File: src/alu_flag_pkg.sv
// Shared constants, field layouts and enumerations for the ALU status flag block.
package alu_flag_pkg;

   // -------------------------------------------------------------------------
   // Register map (byte addresses on the 32-bit bus)
   // -------------------------------------------------------------------------
   localparam logic [7:0] REG_FLAGS_OFS   = 8'h00;
   localparam logic [7:0] REG_CONFIG_OFS  = 8'h04;
   localparam logic [7:0] REG_STATE_OFS   = 8'h08;
   localparam int         BUS_AW          = 8;

   // -------------------------------------------------------------------------
   // Flag register fields
   // -------------------------------------------------------------------------
   localparam int         FLAG_C_BIT      = 0;
   localparam int         FLAG_DC_BIT     = 1;
   localparam int         FLAG_Z_BIT      = 2;
   localparam int         FLAG_OV_BIT     = 3;
   localparam int         FLAG_N_BIT      = 4;
   localparam logic [7:0] FLAG_IMPL_MASK  = 8'h1F;
   localparam logic [7:0] FLAGS_RESET     = 8'h00;

   // -------------------------------------------------------------------------
   // Data path widths and bit positions
   // -------------------------------------------------------------------------
   localparam int         DATA_W          = 8;
   localparam int         SIGN_BIT        = 7;
   localparam int         NIBBLE_W        = 4;
   localparam logic [7:0] ZERO_BYTE       = 8'h00;
   localparam logic [7:0] CONFIG_RESET    = 8'h00;
   localparam int         CFG_DIRECT_BIT  = 0;
   localparam int         PC_W            = 16;
   localparam logic [15:0] PC_RESET       = 16'h0000;
   localparam logic [15:0] PC_STEP        = 16'h0001;

   // -------------------------------------------------------------------------
   // Operations and addressing modes
   // -------------------------------------------------------------------------
   typedef enum logic [3:0] {
      OP_ADD  = 4'h0,
      OP_ADDC = 4'h1,
      OP_SUB  = 4'h2,
      OP_SUBB = 4'h3,
      OP_AND  = 4'h4,
      OP_IOR  = 4'h5,
      OP_XOR  = 4'h6,
      OP_RLC  = 4'h7,
      OP_RRC  = 4'h8,
      OP_MOV  = 4'h9
   } alu_op_t;

   typedef enum logic [2:0] {
      MODE_INHERENT = 3'h0,
      MODE_LITERAL  = 3'h1,
      MODE_DIRECT   = 3'h2,
      MODE_INDIRECT = 3'h3,
      MODE_INDEXED  = 3'h4
   } addr_mode_t;

   typedef enum logic [1:0] {
      BUS_IDLE = 2'h0,
      BUS_ACK  = 2'h1
   } bus_state_t;

endpackage

File: src/alu_flag_if.sv
// Interface carrying one ALU operation and its computed flags between modules.
`timescale 1ns/10ps
interface alu_flag_if;
   import alu_flag_pkg::*;
   alu_op_t    op;
   logic [7:0] opa;
   logic [7:0] opb;
   logic       carry_in;
   logic [7:0] result;
   logic [7:0] flags;
   logic [7:0] affect;

   modport calc (
      input  op,
      input  opa,
      input  opb,
      input  carry_in,
      output result,
      output flags,
      output affect
   );
   modport user (
      output op,
      output opa,
      output opb,
      output carry_in,
      input  result,
      input  flags,
      input  affect
   );
endinterface

File: src/alu_status_flag_logic.sv
// Top of the ALU status flag block with addressing mode check and bus slave.
//
// Overview of operation
// RULE_01 - Overflow flag set when signed result sign bit 7 flips wrongly, else cleared.
// RULE_02 - Additions set digit carry on carry out of low nibble, else clear.
// RULE_03 - Subtraction adds the complement; carry and digit carry mean no borrow.
// RULE_04 - Rotates through carry load carry from the high or low source bit.
// RULE_05 - Program memory is addressed only by the program counter.
// RULE_06 - Most instructions use one fixed mode; some use up to three modes.
// RULE_07 - Indexed literal offset mode exists only while extended set enable is 1.
// RULE_08 - Enabling the extended set changes how some instructions execute.
// RULE_09 - Negative flag copies result MSB; zero flag set when result is zero.
// RULE_10 - Additions set carry on carry out of the MSB, else clear.
//
// The Wishbone slave port and the address map were left to the implementer.
`timescale 1ns/10ps
module alu_status_flag_logic
   import alu_flag_pkg::*;
(
   input  wire logic              i_clk,
   input  wire logic              i_sys_rst,
   // Wishbone slave.
   input  wire logic              i_wb_cyc,
   input  wire logic              i_wb_stb,
   input  wire logic              i_wb_we,
   input  wire logic [BUS_AW-1:0] i_wb_adr,
   input  wire logic [3:0]        i_wb_sel,
   input  wire logic [31:0]       i_wb_dat,
   output logic      [31:0]       o_wb_dat,
   output logic                   o_wb_ack,
   // ALU operation.
   input  wire logic              i_alu_valid,
   input  wire alu_op_t           i_alu_op,
   input  wire logic [7:0]        i_alu_a,
   input  wire logic [7:0]        i_alu_b,
   output logic      [7:0]        o_alu_result,
   output logic      [7:0]        o_alu_flags,
   // Data addressing request.
   input  wire logic              i_mode_req,
   input  wire logic              i_mode_multi,
   input  wire addr_mode_t        i_mode_fixed,
   input  wire addr_mode_t        i_mode_sel,
   output addr_mode_t             o_mode_used,
   output logic                   o_mode_ok,
   output logic                   o_mode_fault,
   // Program fetch.
   input  wire logic              i_pc_step,
   input  wire logic              i_pc_load,
   input  wire logic [PC_W-1:0]   i_pc_value,
   output logic      [PC_W-1:0]   o_prog_addr,
   // Configuration pin.
   input  wire logic              i_extended_set_enable
);

   // -------------------------------------------------------------------------
   // State
   // -------------------------------------------------------------------------
   logic [7:0]      flags_ff,  nxt_flags;
   logic [7:0]      result_ff, nxt_result;
   logic [7:0]      config_ff, nxt_config;
   logic [31:0]     rdata_ff,  nxt_rdata;
   logic            ack_ff,    nxt_ack;
   bus_state_t      bus_ff,    nxt_bus;
   addr_mode_t      mode_ff,   nxt_mode;
   logic            ok_ff,     nxt_ok;
   logic            fault_ff,  nxt_fault;
   logic [PC_W-1:0] pc_ff,     nxt_pc;
   logic            ext_meta_ff;
   logic            ext_sync_ff;

   alu_flag_if calc_if ();

   alu_flag_calc u_calc (
      .port_if (calc_if.calc)
   );

   assign calc_if.op       = i_alu_op;
   assign calc_if.opa      = i_alu_a;
   assign calc_if.opb      = i_alu_b;
   assign calc_if.carry_in = flags_ff[FLAG_C_BIT];

   // -------------------------------------------------------------------------
   // Configuration pin synchroniser
   // -------------------------------------------------------------------------
   always_ff @(posedge i_clk) begin
      if (i_sys_rst) begin
         ext_meta_ff <= 1'b0;
         ext_sync_ff <= 1'b0;
      end else begin
         ext_meta_ff <= i_extended_set_enable;
         ext_sync_ff <= ext_meta_ff;
      end
   end

   // -------------------------------------------------------------------------
   // Bus decode
   // -------------------------------------------------------------------------
   logic bus_hit;
   logic bus_wr;
   assign bus_hit = i_wb_cyc && i_wb_stb && (bus_ff == BUS_IDLE);
   assign bus_wr  = bus_hit && i_wb_we && i_wb_sel[0];

   always_comb begin
      nxt_bus   = BUS_IDLE;
      nxt_ack   = 1'b0;
      nxt_rdata = rdata_ff;
      case (bus_ff)
         BUS_IDLE: begin
            if (bus_hit) begin
               nxt_bus   = BUS_ACK;
               nxt_ack   = 1'b1;
               nxt_rdata = 32'h0000_0000;
               case (i_wb_adr)
                  REG_FLAGS_OFS:  nxt_rdata[7:0] = flags_ff & FLAG_IMPL_MASK;
                  REG_CONFIG_OFS: nxt_rdata[7:0] = config_ff;
                  REG_STATE_OFS:  nxt_rdata[7:0] = {result_ff};
                  default:        nxt_rdata = 32'h0000_0000;
               endcase
               if (i_wb_adr == REG_STATE_OFS) begin
                  nxt_rdata[15:8]  = {3'h0, ext_sync_ff, fault_ff, mode_ff};
               end
            end
         end
         // The ack falls here for one cycle, so a request still held is answered again every second cycle.
         BUS_ACK: nxt_bus = BUS_IDLE;
         default: nxt_bus = BUS_IDLE;
      endcase
   end

   // -------------------------------------------------------------------------
   // Flags, result and configuration
   // -------------------------------------------------------------------------
   always_comb begin
      nxt_flags  = flags_ff;
      nxt_result = result_ff;
      nxt_config = config_ff;
      if (bus_wr && (i_wb_adr == REG_FLAGS_OFS)) begin
         nxt_flags = i_wb_dat[7:0] & FLAG_IMPL_MASK;
      end
      if (bus_wr && (i_wb_adr == REG_CONFIG_OFS)) begin
         nxt_config = i_wb_dat[7:0];
      end
      // An ALU update in the same cycle as a software write wins on its own bits.
      if (i_alu_valid) begin
         nxt_result = calc_if.result;
         nxt_flags  = (nxt_flags & ~calc_if.affect) |
                      (calc_if.flags & calc_if.affect); // [RULE_01] [RULE_02] [RULE_09] [RULE_10]
      end
   end

   // -------------------------------------------------------------------------
   // Data addressing mode resolution
   // -------------------------------------------------------------------------
   always_comb begin
      addr_mode_t want;
      logic       legal;
      want      = i_mode_multi ? i_mode_sel : i_mode_fixed; // [RULE_06]
      legal     = 1'b0;
      nxt_mode  = mode_ff;
      nxt_ok    = 1'b0;
      nxt_fault = 1'b0;
      // With the extended set on, direct requests of multi-mode instructions
      // run as indexed unless software forces the plain direct behaviour.
      if (ext_sync_ff && i_mode_multi && (want == MODE_DIRECT) &&
          !config_ff[CFG_DIRECT_BIT]) begin
         want = MODE_INDEXED; // [RULE_08]
      end
      case (want)
         MODE_INHERENT: legal = !i_mode_multi;
         MODE_LITERAL:  legal = !i_mode_multi;
         // Multi-mode instructions choose among at most these three modes.
         MODE_DIRECT:   legal = 1'b1; // [RULE_06]
         MODE_INDIRECT: legal = 1'b1; // [RULE_06]
         MODE_INDEXED:  legal = ext_sync_ff; // [RULE_07]
         default:       legal = 1'b0;
      endcase
      if (i_mode_req) begin
         nxt_mode  = legal ? want : mode_ff;
         nxt_ok    = legal;
         nxt_fault = !legal; // [RULE_07]
      end
   end

   // -------------------------------------------------------------------------
   // Program counter
   // -------------------------------------------------------------------------
   always_comb begin
      nxt_pc = pc_ff;
      // The program counter is the only source of program memory addresses.
      if (i_pc_load) begin
         nxt_pc = i_pc_value; // [RULE_05]
      end else if (i_pc_step) begin
         nxt_pc = pc_ff + PC_STEP; // [RULE_05]
      end
   end

   // -------------------------------------------------------------------------
   // Registers
   // -------------------------------------------------------------------------
   always_ff @(posedge i_clk) begin
      if (i_sys_rst) begin
         flags_ff  <= FLAGS_RESET;
         result_ff <= ZERO_BYTE;
         config_ff <= CONFIG_RESET;
         rdata_ff  <= 32'h0000_0000;
         ack_ff    <= 1'b0;
         bus_ff    <= BUS_IDLE;
         mode_ff   <= MODE_INHERENT;
         ok_ff     <= 1'b0;
         fault_ff  <= 1'b0;
         pc_ff     <= PC_RESET;
      end else begin
         flags_ff  <= nxt_flags;
         result_ff <= nxt_result;
         config_ff <= nxt_config;
         rdata_ff  <= nxt_rdata;
         ack_ff    <= nxt_ack;
         bus_ff    <= nxt_bus;
         mode_ff   <= nxt_mode;
         ok_ff     <= nxt_ok;
         fault_ff  <= nxt_fault;
         pc_ff     <= nxt_pc;
      end
   end

   assign o_wb_dat     = rdata_ff;
   assign o_wb_ack     = ack_ff;
   assign o_alu_result = result_ff;
   assign o_alu_flags  = flags_ff;
   assign o_mode_used  = mode_ff;
   assign o_mode_ok    = ok_ff;
   assign o_mode_fault = fault_ff;
   assign o_prog_addr  = pc_ff;

endmodule // alu_status_flag_logic

File: src/alu_flag_calc.sv
// Combinational ALU result and status flag computation.
`timescale 1ns/10ps
module alu_flag_calc
   import alu_flag_pkg::*;
(
   alu_flag_if.calc port_if
);

   // -------------------------------------------------------------------------
   // Helpers
   // -------------------------------------------------------------------------
   function automatic logic [8:0] add9(input logic [7:0] x,
                                       input logic [7:0] y,
                                       input logic       cin);
      add9 = {1'b0, x} + {1'b0, y} + {8'h00, cin};
   endfunction

   function automatic logic [4:0] add5(input logic [7:0] x,
                                       input logic [7:0] y,
                                       input logic       cin);
      add5 = {1'b0, x[NIBBLE_W-1:0]} + {1'b0, y[NIBBLE_W-1:0]} + {4'h0, cin};
   endfunction

   // -------------------------------------------------------------------------
   // Datapath
   // -------------------------------------------------------------------------
   always_comb begin
      logic [7:0] addend;
      logic       cin;
      logic [8:0] sum;
      logic [4:0] low;
      logic       arith;
      addend = port_if.opb;
      sum    = 9'h000;
      low    = 5'h00;
      cin    = 1'b0;
      arith  = 1'b0;
      case (port_if.op)
         OP_ADD:  begin arith = 1'b1; end
         OP_ADDC: begin arith = 1'b1; cin = port_if.carry_in; end
         // Subtraction adds the complement, so C and DC read as not-borrow.
         OP_SUB:  begin arith = 1'b1; addend = ~port_if.opb; cin = 1'b1; end // [RULE_03]
         OP_SUBB: begin arith = 1'b1; addend = ~port_if.opb; cin = port_if.carry_in; end // [RULE_03]
         default: begin arith = 1'b0; end
      endcase
      sum = add9(port_if.opa, addend, cin);
      low = add5(port_if.opa, addend, cin);
      port_if.flags  = ZERO_BYTE;
      port_if.affect = ZERO_BYTE;
      port_if.affect[FLAG_Z_BIT] = 1'b1;
      port_if.affect[FLAG_N_BIT] = 1'b1;
      case (port_if.op)
         OP_AND:  port_if.result = port_if.opa & port_if.opb;
         OP_IOR:  port_if.result = port_if.opa | port_if.opb;
         OP_XOR:  port_if.result = port_if.opa ^ port_if.opb;
         OP_MOV:  port_if.result = port_if.opa;
         OP_RLC: begin
            port_if.result = {port_if.opa[SIGN_BIT-1:0], port_if.carry_in};
            port_if.flags[FLAG_C_BIT]  = port_if.opa[SIGN_BIT]; // [RULE_04]
            port_if.affect[FLAG_C_BIT] = 1'b1;
         end
         OP_RRC: begin
            port_if.result = {port_if.carry_in, port_if.opa[SIGN_BIT:1]};
            port_if.flags[FLAG_C_BIT]  = port_if.opa[0]; // [RULE_04]
            port_if.affect[FLAG_C_BIT] = 1'b1;
         end
         default: port_if.result = sum[DATA_W-1:0];
      endcase
      if (arith) begin
         port_if.affect = FLAG_IMPL_MASK;
         port_if.flags[FLAG_C_BIT]  = sum[DATA_W]; // [RULE_10]
         port_if.flags[FLAG_DC_BIT] = low[NIBBLE_W]; // [RULE_02]
         // Signed overflow: like-signed operands giving a result of the other sign.
         port_if.flags[FLAG_OV_BIT] = (port_if.opa[SIGN_BIT] == addend[SIGN_BIT]) &&
                                      (sum[SIGN_BIT] != port_if.opa[SIGN_BIT]); // [RULE_01]
      end
      port_if.flags[FLAG_N_BIT] = port_if.result[SIGN_BIT]; // [RULE_09]
      port_if.flags[FLAG_Z_BIT] = (port_if.result == ZERO_BYTE); // [RULE_09]
   end

endmodule // alu_flag_calc

File: config.mk
export PLATFORM = sky130hd
export DESIGN_NAME = alu_status_flag_logic
export DESIGN_NICKNAME = d
export VERILOG_FILES = /design/src/alu_flag_pkg.sv /design/src/alu_flag_if.sv /design/src/alu_status_flag_logic.sv /design/src/alu_flag_calc.sv
export SDC_FILE = /design/constraint.sdc
export NUM_CORES = 1
export LEC_CHECK = 0
export ABC_CLOCK_PERIOD_IN_PS = 3500
export BUFFER_PORTS_ARGS = -buffer_cell sky130_fd_sc_hd__buf_2
export CORE_ASPECT_RATIO = 0.7
export CORE_MARGIN = 2
export CORE_UTILIZATION = 44
export DETAILED_ROUTE_END_ITERATION = 12
export PLACE_DENSITY = 0.75
export REMOVE_ABC_BUFFERS = 1
export SLEW_MARGIN = 15
export SYNTH_ARGS = -nofsm -noshare
export SYNTH_HDL_FRONTEND = slang
export SYNTH_SLANG_ARGS = --single-unit
File: constraint.sdc
create_clock -name i_clk -period 3.5 [get_ports i_clk]
set_input_delay 0.7 -clock i_clk [delete_from_list [all_inputs] [get_ports i_clk]]
set_output_delay 0.7 -clock i_clk [all_outputs]
set_load 0.02 [all_outputs]
; Word-level counts from Yosys, hierarchy flattened
; Index checks and enable logic that the tools add are counted.
[word_totals]
regBits = 66
in_bits = 97
output_inout_bits = 70
[op_classes]
n_addsub = 5
n_eq_ne = 18
n_mux = 20
bitwise_logic = 10
n_reduce_logical = 29
[op_table]
columns = op, n
row1 = 8-bit one-hot mux with 6 select lines, 1
row2 = 16-bit two-way mux, 2
row3 = 8-bit two-way mux, 3
row4 = 8-bit one-hot mux with 3 select lines, 1
row5 = "16-bit by 1-bit adder with 16-bit output, second input constant", 1
row6 = 8-bit bitwise AND, 2
row7 = "4-bit by 3-bit == test with 1-bit output, second input constant", 4
row8 = 8-bit zero test, 2
row9 = 8-bit NOT, 2
row10 = 8-bit OR, 2
row11 = 2-bit OR reduction, 7
row12 = 1-bit logical AND, 10
row13 = 8-bit by 8-bit adder with 9-bit output, 1
row14 = 9-bit by 1-bit adder with 9-bit output, 1
row15 = "3-bit by 2-bit == test with 1-bit output, second input constant", 3
row16 = 5-bit by 8-bit bitwise AND with 8-bit output, 1
row17 = "4-bit by 2-bit == test with 1-bit output, second input constant", 2
row18 = "4-bit == test, second input constant", 2
row19 = "8-bit by 3-bit == test with 1-bit output, second input constant", 1
row20 = "8-bit by 4-bit == test with 1-bit output, second input constant", 1
row21 = 8-bit XOR, 1
row22 = 3-bit two-way mux, 2
row23 = 4-bit by 4-bit adder with 5-bit output, 1
row24 = 5-bit by 1-bit adder with 5-bit output, 1
row25 = 19 further kinds, 28

; Depth between registers and ports, before layout
; Gate-level depths: netlist of run 1.
[depth]
word_depth = 11
mapped_depth = 13

; Hierarchy
; From an unflattened synthesis of run 1, not the netlist that was laid out.
[hier_totals]
cells_unflattened = 520
hier_area_um2 = 4322.9
[modules_own_cells]
columns = module, n_inst, cells_per_inst, area_each_um2, seq_area_each_um2
row1 = alu_status_flag_logic, 1, 339, 2955.3, 1221.2
row2 = alu_flag_calc, 1, 181, 1367.6, 0.0

; Least setup slack after synthesis of run 1
; Ideal clock, no wire load.
[synth_path]
path_type = input port to flip-flop
from = input port i_alu_op[1]
to = register flags_ff[2] (netlist: o_alu_flags[2])
setup_ns = 0.060
t_arrival_ns = 3.439
path_slack_ns = 0.001
cell_stages = 13
n_path_buf = 3
cell_sequence = buf_2 > clkbuf_1 > and2_1 > buf_2 > xnor2_1 > fa_1 > fa_1 > xnor2_1 > nor3_1 > a2111o_1 > nor4_2 > and3_1 > a41o_1
[synth_between]
elab_chain_len = 10
word_cells_on_any_way = 20
classes_between = add/sub: 2 / eq/ne: 9 / mux: 4 / bitwise: 2 / reduce/logical: 3
[synth_rtl]
columns = element, line
row1 = "start, declared", alu_status_flag_logic.sv:33  ; input wire alu_op_t i_alu_op,
row2 = 4-bit by 2-bit == test with 1-bit output, alu_flag_calc.sv:38  ; case (port_if.op)
row3 = 2-bit OR reduction (no line), n/a
row4 = 8-bit two-way mux, n/a
row5 = 8-bit by 8-bit adder with 9-bit output, alu_flag_calc.sv:15  ; add9 = {1'b0, x} + {1'b0, y} + {8'h00, cin};
row6 = 9-bit by 1-bit adder with 9-bit output, alu_flag_calc.sv:15
row7 = 8-bit one-hot mux with 6 select lines *, alu_flag_calc.sv:52  ; case (port_if.op)
row8 = 8-bit zero test *, alu_flag_calc.sv:78  ; port_if.flags[FLAG_Z_BIT] = (port_if.result == ZERO_BYTE);
row9 = 5-bit by 8-bit bitwise AND with 8-bit output *, alu_status_flag_logic.sv:147  ; (calc_if.flags & calc_if.affect);
row10 = 8-bit OR *, alu_status_flag_logic.sv:146  ; nxt_flags = (nxt_flags & ~calc_if.affect) |
row11 = 8-bit two-way mux *, alu_status_flag_logic.sv:144  ; if (i_alu_valid) begin
row12 = "end signal, assigned", alu_status_flag_logic.sv:213  ; flags_ff <= nxt_flags;
row13 = "end, declared", alu_status_flag_logic.sv:58  ; logic [7:0] flags_ff, nxt_flags;
; Every way passes the cells marked *; elsewhere a longest branch is shown, timed or not.
; A chain may end at the register's enable or synchronous reset.

; Final worst setup path of run 1
[layout_path]
from = input port i_alu_op[3]
to = register flags_ff[2] (netlist: o_alu_flags[2])
; Same word-level chain as after synthesis.

==> results of run 1 <==
## synth_stat cells (3+ instances only)
cell	n	area (sq um)
nand2_1	30	113
and2_1	3	18.8
buf_2	6	30.0
dfxtp_1	58	1160
a32oi_1	3	26.3
a21oi_1	24	120
and4_1	3	26.3
xor2_1	9	78.8
a22oi_1	15	113
a31oi_1	4	25.0
mux2i_1	34	340
nand4_1	5	31.3
xnor2_1	18	158
ha_1	24	300
nand2b_1	4	25.0
a21o_1	3	22.5
mux2_2	5	56.3
o21ai_0	11	55.1
nor3b_1	4	30.0
nand3_1	8	40.0
nor2_1	67	251
nor2b_1	7	43.8
nor3_1	13	65.1
a211oi_1	13	97.6
clkbuf_1	14	52.6
o21ai_1	3	15.0
inv_1	22	82.6
and3_1	4	25.0
nand3b_1	4	30.0
buf_4	25	188
## sequential cells by signal, summed over array words and instances (netlist names)
| signal | count |
|---|---|
| o_alu_result | 8 |
| ext_sync_ff | 1 |
| ext_meta_ff | 1 |
| o_wb_dat | 13 |
| o_mode_fault | 1 |
| o_wb_ack | 1 |
| o_alu_flags | 5 |
| o_prog_addr | 16 |
| o_mode_used | 3 |
| o_mode_ok | 1 |
| config_ff | 8 |
## routing by layer
layer  share of wire  vias to the layer above
met5               0                        -
met4           0.012                        0
met3           0.046                       11
met2            0.45                      132
met1            0.49                     1850
li1                -                     1904
## worst max-delay path, delay by kind of cell
kind | cells | cell delay (ps)
adder cells (fa/ha/maj) | 2 | 970
AO/OA/AOI/OAI | 3 | 500
XOR/XNOR | 1 | 100
buffers and inverters | 1 | 100
AND/OR/NAND/NOR | 5 | 970
## metrics by stage
stage | setup WS (ps) | instance area, sq um | total power, mW
after detailed placement | 132 | 4650 | 1.16
final | 407 | 4940 | 1.99
after global placement | 190 | 4650 | 1.15
after CTS | 433 | 4940 | 2.00
after global routing | 272 | 4940 | 2.09
after floorplan | 266 | 3850 | 0.991
## worst max-delay path by stage
stage,from,to,slack [ps],depth (start not counted)
3_5_place_dp,i_alu_op[3],o_alu_flags[2],130,12
3_3_place_gp,i_alu_op[3],o_alu_flags[2],190,12
5_1_grt,i_alu_op[3],o_alu_flags[4],270,12
6_report,i_alu_op[3],o_alu_flags[2],410,12
4_1_cts,i_alu_op[3],o_alu_flags[2],430,12
2_1_floorplan,i_alu_op[3],o_alu_flags[2],270,11
## logic make-up (layout without fill, tap and decap cells)
group                    Yosys count  after routing  share of synthesized area
AND/OR/NAND/NOR                  169            169                      0.213
AO/OA/AOI/OAI                     96             96                      0.160
buffers and inverters             70            162                     0.0932
flip-flops                        58             58                      0.285
multiplexers                      41             41                      0.106
XOR/XNOR                          27             27                     0.0581
adder cells (fa/ha/maj)           26             26                     0.0836
other                              1             22                   0.000922
## cells in the final DEF (no fill, tap or decap), drive strengths merged, types with 4 or more instances in the layout
| cell type | instances |
|---|---|
| xnor2 | 18 |
| clkbuf | 12 |
| ha | 24 |
| inv | 22 |
| o21ai | 14 |
| nand3 | 8 |
| buf | 125 |
| a22oi | 15 |
| xor2 | 9 |
| mux2i | 34 |
| nor2 | 67 |
| a21oi | 25 |
| a211oi | 13 |
| mux2 | 6 |
| nand2b | 5 |
| nor3b | 5 |
| nor3 | 13 |
| nand2 | 30 |
| a31oi | 4 |
| conb | 22 |
| nand3b | 5 |
| and3 | 4 |
| nor2b | 7 |
| nand4 | 7 |
| dfxtp | 58 |
## layout make-up
class / count / area, sq um / area share
Inverter: 22 / 82.6 / 0.0167
Clock inverter: 3 / 40.0 / 0.00811
Tap cell: 124 / 155 / 0.0314
Sequential cell: 58 / 1160 / 0.235
Timing Repair Buffer: 125 / 646 / 0.131
Clock buffer: 12 / 246 / 0.0499
Multi-Input combinational cell: 381 / 2610 / 0.528
## power groups by stage
stage | sequential (mW) | clock [mW] | combinational [mW]
after floorplan | 0.758 | 0 | 0.233
after global placement | 0.729 | 0 | 0.422
after detailed placement | 0.730 | 0 | 0.435
after CTS | 0.717 | 0.847 | 0.438
after global routing | 0.721 | 0.882 | 0.486
final | 0.717 | 0.835 | 0.442
==> qor.csv, run 1 <==
stage;metric;value;unit
run_status;outcome;completed;
worst_setup_path;timing.critical_path.to_type;register;
clock_tree;cts_tree;built;
sta;fin_worst_skew;6.17;ps
grt;gr-total-overflow;0;
clock_tree;post-cts-setup-buffer-count;0;
cells_and_area;diodes;0;
clock_tree;clock_sink_count;58;
clock_tree;clkSlewWorstSetupHoldPaths;50;ps
clock_tree;worstSkewPairLatency;320;ps
grt;grt_max_degree;38;
placed_design;dp.cells;710;
power;power.share.sequential;0.360;
worst_setup_path;critical_path.slowest_cell;fa_1;
yosys;post_synthesis_register_bit_count;58;
power;power.ir.vdd_worst;238;uV
sta;final_max_slew_violation_count;0;
clock_tree;clock_tree.htree_level_count;3;
sta;timing.final.hold_violations;0;
clock_tree;cts_repair_resize_count;0;
yosys;synthesized_cell_area;4070;sq um
detailed_routing;routed_vias_inst;5.38;
placed_design;detailed_place_hpwl;8.57;mm
worst_setup_path;timing.critical_path.fanout_max;3;
worst_setup_path;worstPathRequired;3760;ps
clock_tree;clock_path_buffers;2;
yosys;synth_ff_type;dfxtp_1;
cells_and_area;finalNetCount;720;
power;clockPowerShare;0.419;
detailed_routing;count_of_nets_left_with_antenna_violations_after_detail_routing;0;
yosys;postSynth.asyncResetShare;0;
grt;grt_use_total;0.219;
grt;antenna_found_initial;0;
run;maxCapViolations;0;
power;switchingPower;0.566;mW
yosys;synth_enable_flop_cells;0;
hold_path;hold_path_depth;1;
worst_setup_path;worstSetupPathType;input port to register;
worst_setup_path;cp_slowest_stage_delay;490;ps
sta;totalNegativeSetupSlack;0;ps
worst_setup_path;timing.critical_path.mode_cell;fa_1;
power;p_leak;2.41;nW
hold_path;min-delay-path-class;register to register;
grt;grt_pass1_wl;18.0;mm
floorplan;initial_core_utilization;0.450;
clock_tree;clock_tree.root_cell;clkbuf_16;
detailed_routing;dr_total_vias;3897;
detailed_routing;drtIter0Drc;253;
detailed_routing;router_iterations_before_antenna_repair;5;
placed_design;routabilityCongestion;0.888;
power;power.combinational.fraction;0.221;
sta;worst_pin_slew;636;ps
grt;grt_util_met3;0.0380;
yosys;yosys_synthesis_warning_count;0;
floorplan;dieWidth;119;um
detailed_routing;totalWireLength;10.9;mm
grt;gr_busiest_metal;met2;
yosys;syn-instance-count;488;
detailed_routing;drc_violations_left;0;
cells_and_area;final_cells;725;
worst_setup_path;worst-endpoint-arrival;3350;ps
cells_and_area;final_layout_size_suffix_gt1_frac;0.260;
yosys;synth_area_per_cell;8.34;sq um
sta;timing.final.setup_violations;0;
worst_setup_path;r2r_slack;690;ps
power;power.switching_fraction;0.284;
yosys;yosys.cell_types.count;67;
floorplan;fp-row-count;29;
worst_setup_path;worst_setup_start_kind;input port;
detailed_routing;wire_per_inst;15.0;um
grt;globalRouteMet2Util;0.348;
sta;rsz_0062_raised_after_global_routing;no;
clock_tree;numCtsBuffers;9;
worst_setup_path;rr_worst_depth;10;
clock_tree;postCtsHoldBufs;0;
sta;finalCriticalPeriod;3090;ps
sta;slew_headroom;0.575;
floorplan;pin_count;167;
sta;hold_slack;432;ps
worst_setup_path;timing.critical_path.cells;buf_2 -> nor2_1 -> and2_1 -> xnor2_1 -> fa_1 -> fa_1 -> nor2b_1 -> a31oi_1 -> o211ai_2 -> nor4_2 -> and3_1 -> a41o_1;
power;p_per_area;404;nW/um^2
floorplan;die_height;84.5;um
hold_path;holdCritStartpoint;ext_meta_ff;
yosys;seq_area_frac_synth;0.285;
grt;met1_track_demand_over_resource_in_global_routing;0.310;
placed_design;numPortBuffers;117;
sta;achievable-frequency;0.323;GHz
worst_setup_path;startpoint_of_the_lowest_slack_register_to_register_path;o_alu_flags[0];
cells_and_area;layout.core_utilization;0.547;
floorplan;fp.dieArea;10000;sq um
floorplan;fp.coreArea;9030;sq um
cells_and_area;areaGrowthSynthToFinish;21.4;%
worst_setup_path;reg2reg_to;o_alu_flags[2];
cells_and_area;fillers;858;
power;cellInternalPower;1.43;mW
sta;layout_worst_path_cycle_share;0.884;
grt;grt_pass1_vias;3676;
hold_path;timing.hold.worst_endpoint;ext_sync_ff;
No activity file was read; power rests on OpenSTA's default activity.
==> run 2: changes to the inputs <==
--- a/config.mk
+++ b/config.mk
@@ -7,11 +7,14 @@
 export LEC_CHECK = 0
 export ABC_CLOCK_PERIOD_IN_PS = 3500
 export BUFFER_PORTS_ARGS = -buffer_cell sky130_fd_sc_hd__buf_2
+export CELL_PAD_IN_SITES_DETAIL_PLACEMENT = 0
+export CELL_PAD_IN_SITES_GLOBAL_PLACEMENT = 1
 export CORE_ASPECT_RATIO = 0.7
 export CORE_MARGIN = 2
-export CORE_UTILIZATION = 44
+export CORE_UTILIZATION = 32
 export DETAILED_ROUTE_END_ITERATION = 12
-export PLACE_DENSITY = 0.75
+export GPL_TIMING_DRIVEN = 1
+export PLACE_DENSITY = 0.76
 export REMOVE_ABC_BUFFERS = 1
 export SLEW_MARGIN = 15
 export SYNTH_ARGS = -nofsm -noshare
==> qor.csv, run 2 (synthesized netlist as in run 1, its figures left out) <==
stage;metric;value;unit;change
worst_setup_path;timing.critical_path.to_type;register;;unchanged
grt;antenna_found_initial;1;;was 0
worst_setup_path;startpoint_of_the_lowest_slack_register_to_register_path;o_alu_flags[0];;unchanged
clock_tree;numCtsBuffers;9;;unchanged
cells_and_area;largest_register_ffs;16;;unchanged
clock_tree;cts_tree;built;;unchanged
power;power.ir.vdd_worst;286;uV;was 238 uV
worst_setup_path;worst_setup_start_kind;input port;;unchanged
sta;layout_worst_path_cycle_share;0.875;;was 0.884
cells_and_area;final_cells;765;;was 725
cells_and_area;layout_commonest_cell;buf_2;;unchanged
worst_setup_path;timing.critical_path.fanout_max;2;;was 3
cells_and_area;layout_common_cells;117 x buf_2, 67 x nor2_1, 58 x dfxtp_1;;unchanged
sta;final_max_slew_violation_count;0;;unchanged
cells_and_area;final_layout_size_suffix_gt1_frac;0.264;;was 0.260
clock_tree;clock_tree.htree_level_count;3;;unchanged
clock_tree;clock_tree.root_cell;clkbuf_16;;unchanged
detailed_routing;router_iterations_before_antenna_repair;5;;unchanged
floorplan;fp.dieArea;13600;sq um;was 10,000 sq um
placed_design;detailed_place_hpwl;9.30;mm;was 8.57 mm
clock_tree;post-cts-setup-buffer-count;0;;unchanged
sta;totalNegativeSetupSlack;0;ps;unchanged
grt;grt_max_degree;59;;was 38
detailed_routing;totalWireLength;11.7;mm;was 10.9 mm
placed_design;routabilityCongestion;0.878;;was 0.888
detailed_routing;wire_per_inst;15.3;um;was 15.0 um
floorplan;dieWidth;139;um;was 119 um
sta;achievable-frequency;0.326;GHz;was 0.323 GHz
placed_design;dp.cells;750;;was 710
sta;rsz_0062_raised_after_global_routing;no;;unchanged
clock_tree;clock_sink_count;58;;unchanged
run;maxCapViolations;0;;unchanged
clock_tree;clock_path_buffers;2;;unchanged
sta;slew_headroom;0.550;;was 0.575
hold_path;min-delay-path-class;register to register;;unchanged
floorplan;initial_core_utilization;0.328;;was 0.450
sta;fin_worst_skew;3.03;ps;was 6.17 ps
sta;timing.final.setup_violations;0;;unchanged
floorplan;pin_count;167;;unchanged
detailed_routing;count_of_nets_left_with_antenna_violations_after_detail_routing;0;;unchanged
placed_design;dpl_cell_area;4710;sq um;was 4650 sq um
run_status;outcome;completed;;unchanged
hold_path;holdCritStartpoint;ext_meta_ff;;unchanged
worst_setup_path;worstPathRequired;3760;ps;about the same
placed_design;numPortBuffers;117;;unchanged
grt;grt_pass1_wl;18.9;mm;was 18.0 mm
cells_and_area;diodes;0;;unchanged
grt;gr-total-overflow;0;;unchanged
power;p_leak;2.41;nW;about the same
cells_and_area;areaGrowthSynthToFinish;22.5;%;was 21.4%
clock_tree;worstSkewPairLatency;310;ps;was 320 ps
floorplan;die_height;98.3;um;was 84.5 um
detailed_routing;drc_violations_left;0;;unchanged
clock_tree;clkSlewWorstSetupHoldPaths;50;ps;about the same
cells_and_area;fillers;1306;;was 858
clock_tree;cts_repair_resize_count;0;;unchanged
detailed_routing;drtIter0Drc;144;;was 253
cells_and_area;finalNetCount;722;;was 720
clock_tree;postCtsHoldBufs;0;;unchanged
grt;grt_use_total;0.170;;was 0.219
floorplan;fp-row-count;34;;was 29
detailed_routing;routed_vias_inst;4.96;;was 5.38
grt;grt_pass1_vias;3674;;was 3,676
detailed_routing;dr_total_vias;3794;;was 3,897
worst_setup_path;worst-endpoint-arrival;3320;ps;was 3350 ps
sta;worst_pin_slew;674;ps;was 636 ps
cells_and_area;layout.cell_area.non_filler;4990;sq um;was 4940 sq um
sta;finalCriticalPeriod;3060;ps;was 3090 ps
worst_setup_path;worstSetupPathType;input port to register;;unchanged
power;p_per_area;392;nW/um^2;was 404 nW/um^2
sta;timing.final.hold_violations;0;;unchanged
floorplan;fp.coreArea;12400;sq um;was 9030 sq um
worst_setup_path;crit_path_start;i_alu_op[3];;unchanged
[run 2: where the power goes]
| group | leakage [nW] | switching, mW | internal (mW) |
|---|---|---|---|
| logic | 1.80 | 0.267 | 0.181 |
| clock network | 0.138 | 0.278 | 0.509 |
| registers | 0.474 | 0.0275 | 0.691 |
[run 2: critical path, stage by stage]
cell and delay [ps]:
buf_2 100, nor2_1 150, and2_1 190, xnor2_1 90, fa_1 450, fa_1 440
xnor2_1 160, nor3_1 80, a2111o_1 380, nor4_2 220, and3_1 210, a41o_1 160
[run 2: per-layer routing]
metal	wire, um	vias to the layer above	share of wire	GRT usage
met2	5150	104	0.44	0.258
met4	117	0	0.010	0.0365
met1	5660	1773	0.48	0.245
met3	774	10	0.066	0.0436
li1	-	1907	-	-
met5	0	-	0	0
[run 2: layout make-up]
cell class	instances	area [sq um]	area share
Inverter	22	82.6	0.0166
Tap cell	162	203	0.0407
Clock buffer	12	256	0.0514
Sequential cell	58	1160	0.233
Multi-Input combinational cell	381	2610	0.523
Clock inverter	3	15.0	0.00301
Timing Repair Buffer	127	661	0.132
[run 2: stage by stage]
| stage | util | worst slack (ps) | power [mW] | hold WS, ps |
|---|---|---|---|---|
| 2_1_floorplan | - | 266 | 0.991 | 414 |
| 3_3_place_gp | 0.380 | 202 | 1.17 | 422 |
| 3_5_place_dp | 0.380 | 160 | 1.18 | 424 |
| 4_1_cts | 0.401 | 480 | 1.98 | 436 |
| 5_1_grt | 0.401 | 309 | 2.06 | 467 |
| 6_report | 0.401 | 436 | 1.95 | 433 |
[run 2: final timing paths]
| path | endpoint | slack [ps] | cells after the start |
|---|---|---|---|
| worst max-delay path | o_alu_flags[2] | 440 | 12 |
| worst min-delay path | ext_sync_ff | 430 | 1 |
| worst max register to register | o_alu_flags[2] | 760 | 10 |
| worst min register to register | ext_sync_ff | 430 | 1 |
==> run 3: changes to the inputs <==
==> constraint.sdc (replaced) <==
create_clock -name i_clk -period 3.5 [get_ports i_clk]
set_input_delay 0.175 -clock i_clk [delete_from_list [all_inputs] [get_ports i_clk]]
set_output_delay 0.175 -clock i_clk [all_outputs]
set_load 0.02 [all_outputs]
==> qor.csv, run 3 (synthesized netlist as in run 1, its figures left out) <==
stage;metric;value;unit;change
cells_and_area;layout.core_utilization;0.403;;was 0.401
power;p_per_area;418;nW/um^2;was 392 nW/um^2
sta;hold_slack;83.3;ps;was 433 ps
worst_setup_path;cp_slowest_stage_delay;430;ps;was 450 ps
worst_setup_path;critical_path.n_buffers_inverters;0;;was 1
clock_tree;numCtsBuffers;9;;unchanged
floorplan;fp.coreArea;12400;sq um;unchanged
clock_tree;clock_path_buffers;2;;unchanged
placed_design;detailed_place_hpwl;9.26;mm;was 9.30 mm
worst_setup_path;critical_path.slowest_cell;fa_1;;unchanged
detailed_routing;drc_violations_left;0;;unchanged
sta;final_max_slew_violation_count;0;;unchanged
clock_tree;clkSlewWorstSetupHoldPaths;50;ps;about the same
power;p_leak;2.42;nW;was 2.41 nW
placed_design;numPortBuffers;117;;unchanged
sta;rsz_0062_raised_after_global_routing;no;;unchanged
floorplan;dieWidth;139;um;unchanged
sta;fin_worst_skew;3.89;ps;was 3.03 ps
floorplan;die_height;98.3;um;unchanged
cells_and_area;areaGrowthSynthToFinish;23.0;%;was 22.5%
cells_and_area;final_layout_size_suffix_gt1_frac;0.262;;was 0.264
worst_setup_path;worstSetupPathType;register to register;;was input port to register
placed_design;routabilityCongestion;0.881;;was 0.878
sta;final.setup.worst_slack;714;ps;was 436 ps
cells_and_area;largest_register_ffs;16;;unchanged
worst_setup_path;timing.critical_path.to_type;register;;unchanged
clock_tree;cts_tree;built;;unchanged
power;power.ir.vdd_worst;260;uV;was 286 uV
detailed_routing;drtIter0Drc;180;;was 144
grt;grt_max_degree;39;;was 59
cells_and_area;finalNetCount;718;;was 722
sta;timing.final.setup_violations;0;;unchanged
cells_and_area;layout_common_cells;117 x buf_2, 67 x nor2_1, 58 x dfxtp_1;;unchanged
worst_setup_path;worst-endpoint-arrival;3050;ps;was 3320 ps
run_status;outcome;completed;;unchanged
run;maxCapViolations;0;;unchanged
sta;finalCriticalPeriod;2790;ps;was 3060 ps
worst_setup_path;timing.critical_path.fanout_max;6;;was 2
cells_and_area;layout_commonest_cell;buf_2;;unchanged
clock_tree;post-cts-setup-buffer-count;0;;unchanged
grt;antenna_found_initial;1;;unchanged
detailed_routing;router_iterations_before_antenna_repair;4;;was 5
floorplan;pin_count;167;;unchanged
detailed_routing;routed_vias_inst;4.97;;was 4.96
sta;totalNegativeSetupSlack;0;ps;unchanged
sta;layout_worst_path_cycle_share;0.796;;was 0.875
worst_setup_path;timing.critical_path.cells;mux2i_1 -> nor3_1 -> fa_1 -> fa_1 -> xnor2_1 -> nor3_1 -> a2111o_1 -> nor4_2 -> and3_1 -> a41o_1;;was buf_2 -> nor2_1 -> and2_1 -> xnor2_1 -> fa_1 -> fa_1 -> xnor2_1 -> nor3_1 -> a2111o_1 -> nor4_2 -> and3_1 -> a41o_1
grt;grt_use_total;0.173;;was 0.170
sta;timing.final.hold_violations;0;;unchanged
sta;worst_pin_slew;648;ps;was 674 ps
cells_and_area;fillers;1287;;was 1,306
worst_setup_path;cp_top_family;adder cells;;unchanged
detailed_routing;count_of_nets_left_with_antenna_violations_after_detail_routing;0;;unchanged
worst_setup_path;worstPathRequired;3760;ps;about the same
grt;gr-total-overflow;0;;unchanged
detailed_routing;wire_per_inst;15.6;um;was 15.3 um
clock_tree;postCtsHoldBufs;0;;unchanged
worst_setup_path;worst_setup_start_kind;register;;was input port
clock_tree;cts_repair_resize_count;0;;unchanged
grt;grt_pass1_wl;19.0;mm;was 18.9 mm
sta;slew_headroom;0.567;;was 0.550
placed_design;placement.setup.worst_slack;519;ps;was 160 ps
detailed_routing;totalWireLength;11.9;mm;was 11.7 mm
clock_tree;clock_tree.root_cell;clkbuf_16;;unchanged
sta;achievable-frequency;0.359;GHz;was 0.326 GHz
hold_path;min-delay-path-class;input port to register;;was register to register
clock_tree;clock_sink_count;58;;unchanged
floorplan;fp-row-count;34;;unchanged
floorplan;initial_core_utilization;0.328;;unchanged
floorplan;fp.dieArea;13600;sq um;unchanged
detailed_routing;dr_total_vias;3794;;unchanged
grt;grt_pass1_vias;3640;;was 3,674
clock_tree;clock_tree.htree_level_count;3;;unchanged
clock_tree;worstSkewPairLatency;320;ps;was 310 ps
[run 3: final cells by class]
cell class | instances | area, sq um | area share
Sequential cell | 58 | 1160 | 0.232
Antenna cell | 1 | 2.50 | 0.000500
Timing Repair Buffer | 123 | 631 | 0.126
Clock buffer | 10 | 239 | 0.0477
Clock inverter | 6 | 80.1 | 0.0160
Multi-Input combinational cell | 381 | 2610 | 0.521
Inverter | 22 | 82.6 | 0.0165
Tap cell | 162 | 203 | 0.0405
[run 3: metal layers]
layer  global-route usage  vias to the layer above  part of all wire
li1                     -                     1904                 -
met1                0.247                     1775              0.50
met2                0.261                      104              0.43
met3               0.0417                       11             0.060
met4               0.0451                        0             0.012
met5                    0                        -                 0
[run 3: power by group]
part           switching, mW  total [mW]  internal (mW)
registers             0.0283       0.718          0.690
clock network          0.297       0.933          0.636
logic                  0.268       0.442          0.174
[run 3: stage by stage]
stage	instance area [sq um]	total power [mW]	instances
3_5_place_dp	4680	1.17	746
2_1_floorplan	3850	0.991	461
4_1_cts	5000	2.11	762
3_3_place_gp	4680	1.16	746
5_1_grt	5010	2.19	763
6_report	5010	2.09	763
[run 3: path summary, 6_finish.rpt]
kind                    startpoint             end  slack (ps)  depth (start not counted)
max                 o_alu_flags[0]  o_alu_flags[2]         710                         10
min reg2reg            ext_meta_ff     ext_sync_ff         440                          1
max reg2reg         o_alu_flags[0]  o_alu_flags[2]         710                         10
min          i_extended_set_enable     ext_meta_ff          80                          2
